<file path="src/omc_pkg.sv">
package omc_pkg;
  // reset pseudo-vector address pair
  localparam logic [15:0] OMC_RESET_VEC_HI = 16'hdffe;
  localparam logic [15:0] OMC_RESET_VEC_LO = 16'hdfff;
  // stop mode select field in power_mode_control_2
  localparam logic [1:0] OMC_SEL_DEEP = 2'h1;
  localparam logic [1:0] OMC_SEL_LEGACY3 = 2'h3;
  localparam logic [1:0] OMC_SEL_LIGHT = 2'h0;
  localparam logic [1:0] OMC_SEL_SECOND = 2'h2;
  // debug command classes
  localparam logic [2:0] OMC_CMD_MEM = 3'h0;
  localparam logic [2:0] OMC_CMD_MEM_STAT = 3'h1;
  localparam logic [2:0] OMC_CMD_DBG_REG = 3'h2;
  localparam logic [2:0] OMC_CMD_HALT = 3'h3;
  localparam logic [2:0] OMC_CMD_CPU_REG = 3'h4;
  localparam logic [2:0] OMC_CMD_TRACE = 3'h5;
  localparam logic [2:0] OMC_CMD_GO = 3'h6;
  // operating modes, one-hot
  typedef enum logic [4:0] {
    OMC_ST_RESET = 5'h01,
    OMC_ST_RUN = 5'h02,
    OMC_ST_HALT = 5'h04,
    OMC_ST_DEEP = 5'h08,
    OMC_ST_LIGHT = 5'h10
  } omc_state_e;
endpackage

</file>
<file path="src/omc_mode_ctrl.sv">
`timescale 1ns/1ns
// How it works
// [RULE1] background pin high at reset release: run mode, fetch from reset vector pair
// [RULE2] debug halt on strap low, halt command, enter-debug instruction or breakpoint
// [RULE3] in debug halt the processor stays suspended awaiting debug commands
// [RULE4] non-intrusive commands accepted in both run and debug halt
// [RULE5] register access, trace and resume execute only in debug halt
// [RULE6] stop instruction stops if stop enable set, else illegal-opcode reset
// [RULE7] all clocks halt in stop except the always-running slow oscillator
// [RULE8] stop mode chosen by power_mode_control_2; second stop mode unavailable
// [RULE9] deep stop powers off regulated circuits; exits on reset or interrupt
// [RULE10] deep stop asserts low-voltage detector; exit waits for supply re-arm
// [RULE11] wakeup from deep stop restarts like power-on, taking reset vector
// [RULE12] a pending interrupt at the stop instruction blocks deep stop
// [RULE13] low-voltage trip raises interrupt or reset as configured
// [RULE14] detector plus in-stop enable keep regulator on; deep becomes light stop
// [RULE15] light stop keeps power; cpu, ram, flash standby; pins held
// [RULE16] periodic tick flag sets in run or light stop, not in deep stop
// [RULE17] medium oscillator runs for receiver sampling, measurement or rf sending
// [RULE18] parameter registers, slow oscillator, wakeup timer always powered
// [RULE19] receiver decoder may power detector and medium oscillator in stop
// [RULE20] debug enable turns deep stop into light stop with debug clocks on
// [RULE21] deep stop wakeup resets interface registers and marks ram lost
module omc_mode_ctrl import omc_pkg::*; (
  // clock and reset
  input wire logic ref_clk_i,
  input wire logic rstn_i,
  // debug pin strap and halt sources
  input wire logic background_pin_i,
  input wire logic halt_cmd_i,
  input wire logic enter_debug_instr_i,
  input wire logic breakpoint_i,
  // debug command
  input wire logic cmd_valid_i,
  input wire logic [2:0] cmd_class_i,
  // processor events and configuration
  input wire logic stop_instr_i,
  input wire logic stop_enable_i,
  input wire logic [1:0] power_mode_control_2_i,
  input wire logic lowvolt_detect_enable_i,
  input wire logic lowvolt_in_stop_enable_i,
  input wire logic lowvolt_reset_enable_i,
  input wire logic debug_enable_i,
  input wire logic irq_pending_i,
  input wire logic ext_wake_i,
  // analog and sub-block status
  input wire logic supply_low_i,
  input wire logic supply_rearmed_i,
  input wire logic tick_event_i,
  input wire logic tick_on_slow_osc_i,
  input wire logic lfr_sampling_i,
  input wire logic lfr_detect_i,
  input wire logic meas_busy_i,
  input wire logic rf_sending_i,
  // mode and processor control
  output logic run_mode_o,
  output logic debug_halt_o,
  output logic cpu_suspend_o,
  output logic fetch_vector_o,
  output logic [15:0] fetch_addr_o,
  output logic illegal_op_reset_o,
  output logic module_reset_o,
  output logic ram_lost_o,
  // command answers
  output logic cmd_accept_o,
  output logic cmd_reject_o,
  // power and clock control
  output logic deep_stop_o,
  output logic light_stop_o,
  output logic sys_clk_en_o,
  output logic debug_clk_en_o,
  output logic fast_osc_en_o,
  output logic slow_osc_en_o,
  output logic always_on_pwr_o,
  output logic regulator_on_o,
  output logic mem_standby_o,
  output logic pins_hold_o,
  output logic pins_hiz_o,
  output logic lvd_armed_o,
  output logic lvd_irq_o,
  output logic lvd_reset_o,
  output logic medium_osc_en_o,
  output logic lfr_det_pwr_o,
  output logic periodic_tick_flag_o
);

  omc_state_e state_q, state_d;
  logic bg_s1_q, bg_s2_q;
  logic deep_ok, light_go, halt_req, nonintr, halted_cmd;

  // strap pin is asynchronous; two stages before use
  // no reset: the stages track the pin during reset, so release sees the real strap
  always_ff @(posedge ref_clk_i) begin
    bg_s1_q <= background_pin_i;
    bg_s2_q <= bg_s1_q;
  end

  assign halt_req = halt_cmd_i | enter_debug_instr_i | breakpoint_i;
  // a pending interrupt, in-stop detector or debug enable keeps the regulator up
  assign deep_ok = (power_mode_control_2_i == OMC_SEL_DEEP) && !irq_pending_i &&
                   !(lowvolt_detect_enable_i && lowvolt_in_stop_enable_i) &&
                   !debug_enable_i; // RULE12 RULE14 RULE20
  // second stop mode does not exist; legacy third mode behaves as light stop
  assign light_go = (power_mode_control_2_i != OMC_SEL_SECOND) || debug_enable_i; // RULE8

  // mode sequencer
  always_comb begin
    state_d = state_q;
    unique case (state_q)
      OMC_ST_RESET: begin
        state_d = bg_s2_q ? OMC_ST_RUN : OMC_ST_HALT; // RULE1 RULE2
      end
      OMC_ST_RUN: begin
        if (halt_req) begin
          state_d = OMC_ST_HALT; // RULE2
        end else if (stop_instr_i && stop_enable_i) begin
          if (deep_ok) begin
            state_d = OMC_ST_DEEP; // RULE9
          end else if (light_go) begin
            state_d = OMC_ST_LIGHT; // RULE14 RULE15
          end
        end else if (stop_instr_i) begin
          state_d = OMC_ST_RESET; // RULE6
        end
      end
      OMC_ST_HALT: begin
        if (cmd_valid_i && cmd_class_i == OMC_CMD_GO) begin
          state_d = OMC_ST_RUN; // RULE5
        end
      end
      OMC_ST_DEEP: begin
        // wake is a restart, held until supply is re-armed
        if (ext_wake_i && supply_rearmed_i) begin
          state_d = OMC_ST_RESET; // RULE9 RULE10 RULE11
        end
      end
      OMC_ST_LIGHT: begin
        if (halt_cmd_i && debug_enable_i) begin
          state_d = OMC_ST_HALT;
        end else if (ext_wake_i) begin
          state_d = OMC_ST_RUN;
        end
      end
      default: state_d = OMC_ST_RESET;
    endcase
  end

  always_ff @(posedge ref_clk_i) begin
    if (!rstn_i) begin
      state_q <= OMC_ST_RESET;
    end else begin
      state_q <= state_d;
    end
  end

  // command classes gated by mode
  assign nonintr = (cmd_class_i == OMC_CMD_MEM) || (cmd_class_i == OMC_CMD_MEM_STAT) ||
                   (cmd_class_i == OMC_CMD_DBG_REG) || (cmd_class_i == OMC_CMD_HALT);
  assign halted_cmd = (cmd_class_i == OMC_CMD_CPU_REG) || (cmd_class_i == OMC_CMD_TRACE) ||
                      (cmd_class_i == OMC_CMD_GO);

  always_ff @(posedge ref_clk_i) begin
    if (!rstn_i) begin
      cmd_accept_o <= 1'b0;
      cmd_reject_o <= 1'b0;
    end else begin
      cmd_accept_o <= cmd_valid_i && ((nonintr && (state_q == OMC_ST_RUN ||
                      state_q == OMC_ST_HALT)) ||
                      (halted_cmd && state_q == OMC_ST_HALT)); // RULE4 RULE5
      cmd_reject_o <= cmd_valid_i && !((nonintr && (state_q == OMC_ST_RUN ||
                      state_q == OMC_ST_HALT)) ||
                      (halted_cmd && state_q == OMC_ST_HALT));
    end
  end

  // processor and mode outputs, registered from the next state
  always_ff @(posedge ref_clk_i) begin
    if (!rstn_i) begin
      run_mode_o <= 1'b0;
      debug_halt_o <= 1'b0;
      cpu_suspend_o <= 1'b1;
      fetch_vector_o <= 1'b0;
      fetch_addr_o <= OMC_RESET_VEC_HI;
      illegal_op_reset_o <= 1'b0;
      module_reset_o <= 1'b1;
      ram_lost_o <= 1'b1;
    end else begin
      run_mode_o <= state_d == OMC_ST_RUN;
      debug_halt_o <= state_d == OMC_ST_HALT;
      cpu_suspend_o <= state_d != OMC_ST_RUN; // RULE3
      // vector fetch only on the restart into run
      fetch_vector_o <= state_q == OMC_ST_RESET && state_d == OMC_ST_RUN; // RULE1 RULE11
      fetch_addr_o <= OMC_RESET_VEC_HI;
      illegal_op_reset_o <= state_q == OMC_ST_RUN && stop_instr_i && !stop_enable_i &&
                            !halt_req; // RULE6
      module_reset_o <= state_q == OMC_ST_DEEP && state_d == OMC_ST_RESET; // RULE21
      if (state_q == OMC_ST_DEEP && state_d == OMC_ST_RESET) begin
        ram_lost_o <= 1'b1; // RULE21
      end else if (state_d == OMC_ST_RUN) begin
        ram_lost_o <= 1'b0;
      end
    end
  end

  // power and clock gating per mode
  always_ff @(posedge ref_clk_i) begin
    if (!rstn_i) begin
      deep_stop_o <= 1'b0;
      light_stop_o <= 1'b0;
      sys_clk_en_o <= 1'b1;
      debug_clk_en_o <= 1'b1;
      fast_osc_en_o <= 1'b1;
      slow_osc_en_o <= 1'b1;
      always_on_pwr_o <= 1'b1;
      regulator_on_o <= 1'b1;
      mem_standby_o <= 1'b0;
      pins_hold_o <= 1'b0;
      pins_hiz_o <= 1'b0;
      lvd_armed_o <= 1'b0;
    end else begin
      deep_stop_o <= state_d == OMC_ST_DEEP;
      light_stop_o <= state_d == OMC_ST_LIGHT;
      // system clock and fast oscillator stop in both stop modes; the slow oscillator keeps running
      sys_clk_en_o <= state_d != OMC_ST_DEEP && state_d != OMC_ST_LIGHT; // RULE7
      fast_osc_en_o <= state_d != OMC_ST_DEEP && state_d != OMC_ST_LIGHT; // RULE7
      debug_clk_en_o <= (state_d != OMC_ST_DEEP && state_d != OMC_ST_LIGHT) ||
                        debug_enable_i; // RULE20
      slow_osc_en_o <= 1'b1; // RULE7 RULE18
      always_on_pwr_o <= 1'b1; // RULE18
      regulator_on_o <= state_d != OMC_ST_DEEP; // RULE9 RULE14 RULE15
      mem_standby_o <= state_d == OMC_ST_LIGHT; // RULE15
      pins_hold_o <= state_d == OMC_ST_LIGHT; // RULE15
      pins_hiz_o <= state_d == OMC_ST_DEEP;
      lvd_armed_o <= state_d == OMC_ST_DEEP ||
                     (lowvolt_detect_enable_i && state_d != OMC_ST_RESET); // RULE10
    end
  end

  // low-voltage trip, oscillator requests and periodic tick
  always_ff @(posedge ref_clk_i) begin
    if (!rstn_i) begin
      lvd_irq_o <= 1'b0;
      lvd_reset_o <= 1'b0;
      medium_osc_en_o <= 1'b0;
      lfr_det_pwr_o <= 1'b0;
      periodic_tick_flag_o <= 1'b0;
    end else begin
      lvd_irq_o <= lvd_armed_o && supply_low_i && !lowvolt_reset_enable_i; // RULE13
      lvd_reset_o <= lvd_armed_o && supply_low_i && lowvolt_reset_enable_i; // RULE13
      medium_osc_en_o <= lfr_sampling_i || lfr_detect_i || meas_busy_i ||
                         rf_sending_i; // RULE17 RULE19
      lfr_det_pwr_o <= lfr_sampling_i || lfr_detect_i; // RULE19
      // set wins over clear; cleared as deep stop starts, never flags inside it
      if (tick_event_i && state_q != OMC_ST_DEEP && state_d != OMC_ST_DEEP &&
          (tick_on_slow_osc_i || state_q == OMC_ST_RUN)) begin
        periodic_tick_flag_o <= 1'b1; // RULE16
      end else if (state_d == OMC_ST_DEEP || state_d == OMC_ST_RESET) begin
        periodic_tick_flag_o <= 1'b0;
      end
    end
  end
endmodule // omc_mode_ctrl

</file>
<file path="config.mk">
export PLATFORM = sky130hd
export DESIGN_NAME = omc_mode_ctrl
export DESIGN_NICKNAME = d
export VERILOG_FILES = /design/src/omc_pkg.sv /design/src/omc_mode_ctrl.sv
export SDC_FILE = /design/constraint.sdc
export NUM_CORES = 1
export LEC_CHECK = 0
export BUFFER_PORTS_ARGS = -buffer_cell sky130_fd_sc_hd__buf_4
export CAP_MARGIN = 0
export CORE_UTILIZATION = 39
export CTS_CLUSTER_SIZE = 10
export DETAILED_ROUTE_END_ITERATION = 10
export PLACE_DENSITY_LB_ADDON = 0.05
export SYNTH_ARGS = -nofsm -noshare
export SYNTH_HDL_FRONTEND = slang
export SYNTH_SLANG_ARGS = --single-unit
</file>
<file path="constraint.sdc">
create_clock -name ref_clk_i -period 1.7 [get_ports ref_clk_i]
set_clock_uncertainty 0.15 [all_clocks]
set_input_delay 0.17 -clock ref_clk_i [delete_from_list [all_inputs] [get_ports ref_clk_i]]
set_output_delay 0.17 -clock ref_clk_i [all_outputs]
set_load 0.02 [all_outputs]
</file>
==> flow_metrics.py <==
metrics = {
    "outcome": {
        "outcome": "finished, final reports clean",
    },
    "power": {
        "p_leak_nw": 0.913,
        "total_power_mw": 1.35,
        "p_per_area_nw_per_um2": 723,
        "vdd_drop_max_mv": 0.373,
    },
    "floorplan": {
        "die_h_um": 59.0,
        "io_pins": 70,
        "core_um2": 3050,
        "die_x_um": 59.0,
        "start_util_pct": 41.4,
        "die_area_um2": 3480,
        "row_count": 20,
    },
    "setup_path": {
        "rr_worst_depth": 6,
        "cp_data_required_time_ns": 1.82,
        "worstSetupPathType": "register to register",
        "endpoint_kind": "register",
        "crit_fanout": 6,
        "cp-start-kind": "register",
        "worstPathArrival_ns": 1.78,
    },
    "synthesis": {
        "synth_top_area_share_pct": 42.7,
        "ys_seq_elements": 27,
        "ys_warn_count": 0,
        "synthCells": 132,
        "yosysTopAreaCell": "dfxtp_1",
        "yosysMostFrequentCell": "dfxtp_1",
        "yosys-top-cells-area": "dfxtp_1, buf_4, o21a_1, nor2b_1, nor2_1",
        "async_flop_share_pct": 0,
        "synth_edf_count": 0,
        "ys_types": 41,
        "ys_seq_area_share_pct": 42.7,
        "synth.top_cells.by_count": "dfxtp_1, buf_4, nor2_1, o21a_1, nand2_1",
        "syn_area_um2": 1260,
        "postSynthAreaPerCell_um2": 9.58,
        "ys.flop_type": "dfxtp_1",
    },
    "final_layout": {
        "fin_cells": 248,
        "regMostFlops": "state_q",
        "drive_above_1_share_pct": 39.2,
        "antennaDiodeCount": 0,
        "utilization_pct": 61.4,
        "nets": 233,
        "synthToLayoutAreaGrowth_pct": 48.2,
        "largest_reg_flops": 5,
    },
    "timing": {
        "max_clock_freq_ghz": 0.605,
        "timing.final.ws_setup_ns": 0.0467,
        "period_needed_ns": 1.65,
        "setup_violations": 0,
        "rsz0062_at_grt": "true",
        "setup_tns_ns": 0,
        "fin_crit_sh_pct": 97.3,
        "report.final.slew_viol_count": 0,
        "hold_violations": 0,
    },
    "route": {
        "wl_per_cell_um": 11.3,
        "routed_wirelength_um": 2800,
        "drc_errors": 0,
        "wl_met3_um": 165,
        "routed-wl-met2_um": 1340,
        "viasPerCell": 4.48,
        "ant_nets": 0,
        "vias": 1112,
        "dr.pass1.iters": 4,
        "top_layer": "met4",
        "drt_iter0_drc": 37,
        "wl_met1_um": 1240,
    },
    "cts": {
        "insertion_delay_ns": 0.33,
        "clockBufferDepth": 2,
        "cts_tree": "yes",
        "root_buffer": "clkbuf_4",
        "cts_sinks": 27,
        "cts_inserted_buffers": 3,
        "clk_pin_slew_ns": 0.14,
        "h-tree-depth": 1,
    },
    "min_path": {
        "hold_depth": 4,
        "hp-class": "input pin to register",
    },
    "place": {
        "port_buffers": 51,
        "dp_cells": 229,
        "dp_hpwl_um": 2070,
        "pre_cts_slack_ns": -0.0469,
        "gp_congestion": 0.905,
    },
    "global_routing": {
        "grt_pass1_wl_um": 4470,
        "overflow": 0,
        "grtUsageTotal_pct": 17.3,
        "antenna_found_initial": 0,
        "grt_max_degree": 17,
        "grt_pass1_vias": 992,
    },
    "run": {
        "drv_cap": 0,
    },
}
==> cell families after synthesis <==
logic type	after synthesis	share of synthesized area [%]
buf+inv	29	15.1
compound gates	25	15.3
other cells	2	0.594
flops	27	42.7
simple gates	48	25.5
xor+xnor	1	0.693
==> critical path: stages (launching register included) <==
cell	delay (ns)
dfxtp_4	0.39
nor3_4	0.16
buf_6	0.15
nand3b_4	0.08
and3_4	0.18
o32a_1	0.35
nor3b_2	0.14
==> routing by layer <==
| metal | vias to the layer above | track usage, % |
|---|---|---|
| li1 | 559 | - |
| met1 | 500 | 21.8 |
| met2 | 48 | 28.9 |
| met3 | 5 | 2.64 |
| met4 | 0 | 8.16 |
| met5 | - | 0 |
==> area by class of cell <==
cell class	count	area (µm²)
Tap cell	44	55.1
Clock buffer	4	26.3
Inverter	6	22.5
Sequential cell	27	549
Fill cell	283	1180
Multi-Input combinational cell	92	619
Timing Repair Buffer	75	602
==> report_power, final <==
group | switching, mW | internal, mW
Combinational | 0.186 | 0.189
Sequential | 0.0277 | 0.672
Clock | 0.188 | 0.0921
==> worst paths after layout <==
check                               startpoint              endpoint  slack (ns)
worst max-delay path                state_q[2]  periodic_tick_flag_o        0.05
worst min register to register         bg_s1_q               bg_s2_q        0.19
worst min-delay path            cmd_class_i[1]          cmd_accept_o        0.03
worst max register to register      state_q[2]  periodic_tick_flag_o        0.05
==> cells in the final DEF (no fill, tap or decap), drive strengths merged, types with 2 or more instances in the layout <==
master,instances
a21oi,3
and2,3
buf,61
clkbuf,4
conb,18
dfxtp,27
dlygate4sd3,14
inv,6
nand2,7
nand3,3
nand3b,2
nor2,9
nor2b,6
nor3,5
nor3b,3
o211ai,2
o21a,8
o21ai,3
o22ai,2
or3,2
==> what timing repair did <==
action	4_1_cts	5_1_grt
endpoints found under the setup margin	2	9
gates resized for setup	2	9
buffers inserted	0	1
hold endpoints to repair	11	1
pin swaps	2	7
hold buffers	13	2
==> per-stage QoR <==
stage	hold WS (ns)	cell area, µm²
after CTS	0.00491	1820
after floorplan	0.0477	1330
after detailed placement	0.125	1660
final	0.0280	1870
after global placement	0.126	1660
after global routing	0.0380	1870
(Power assumes the default switching activity.)
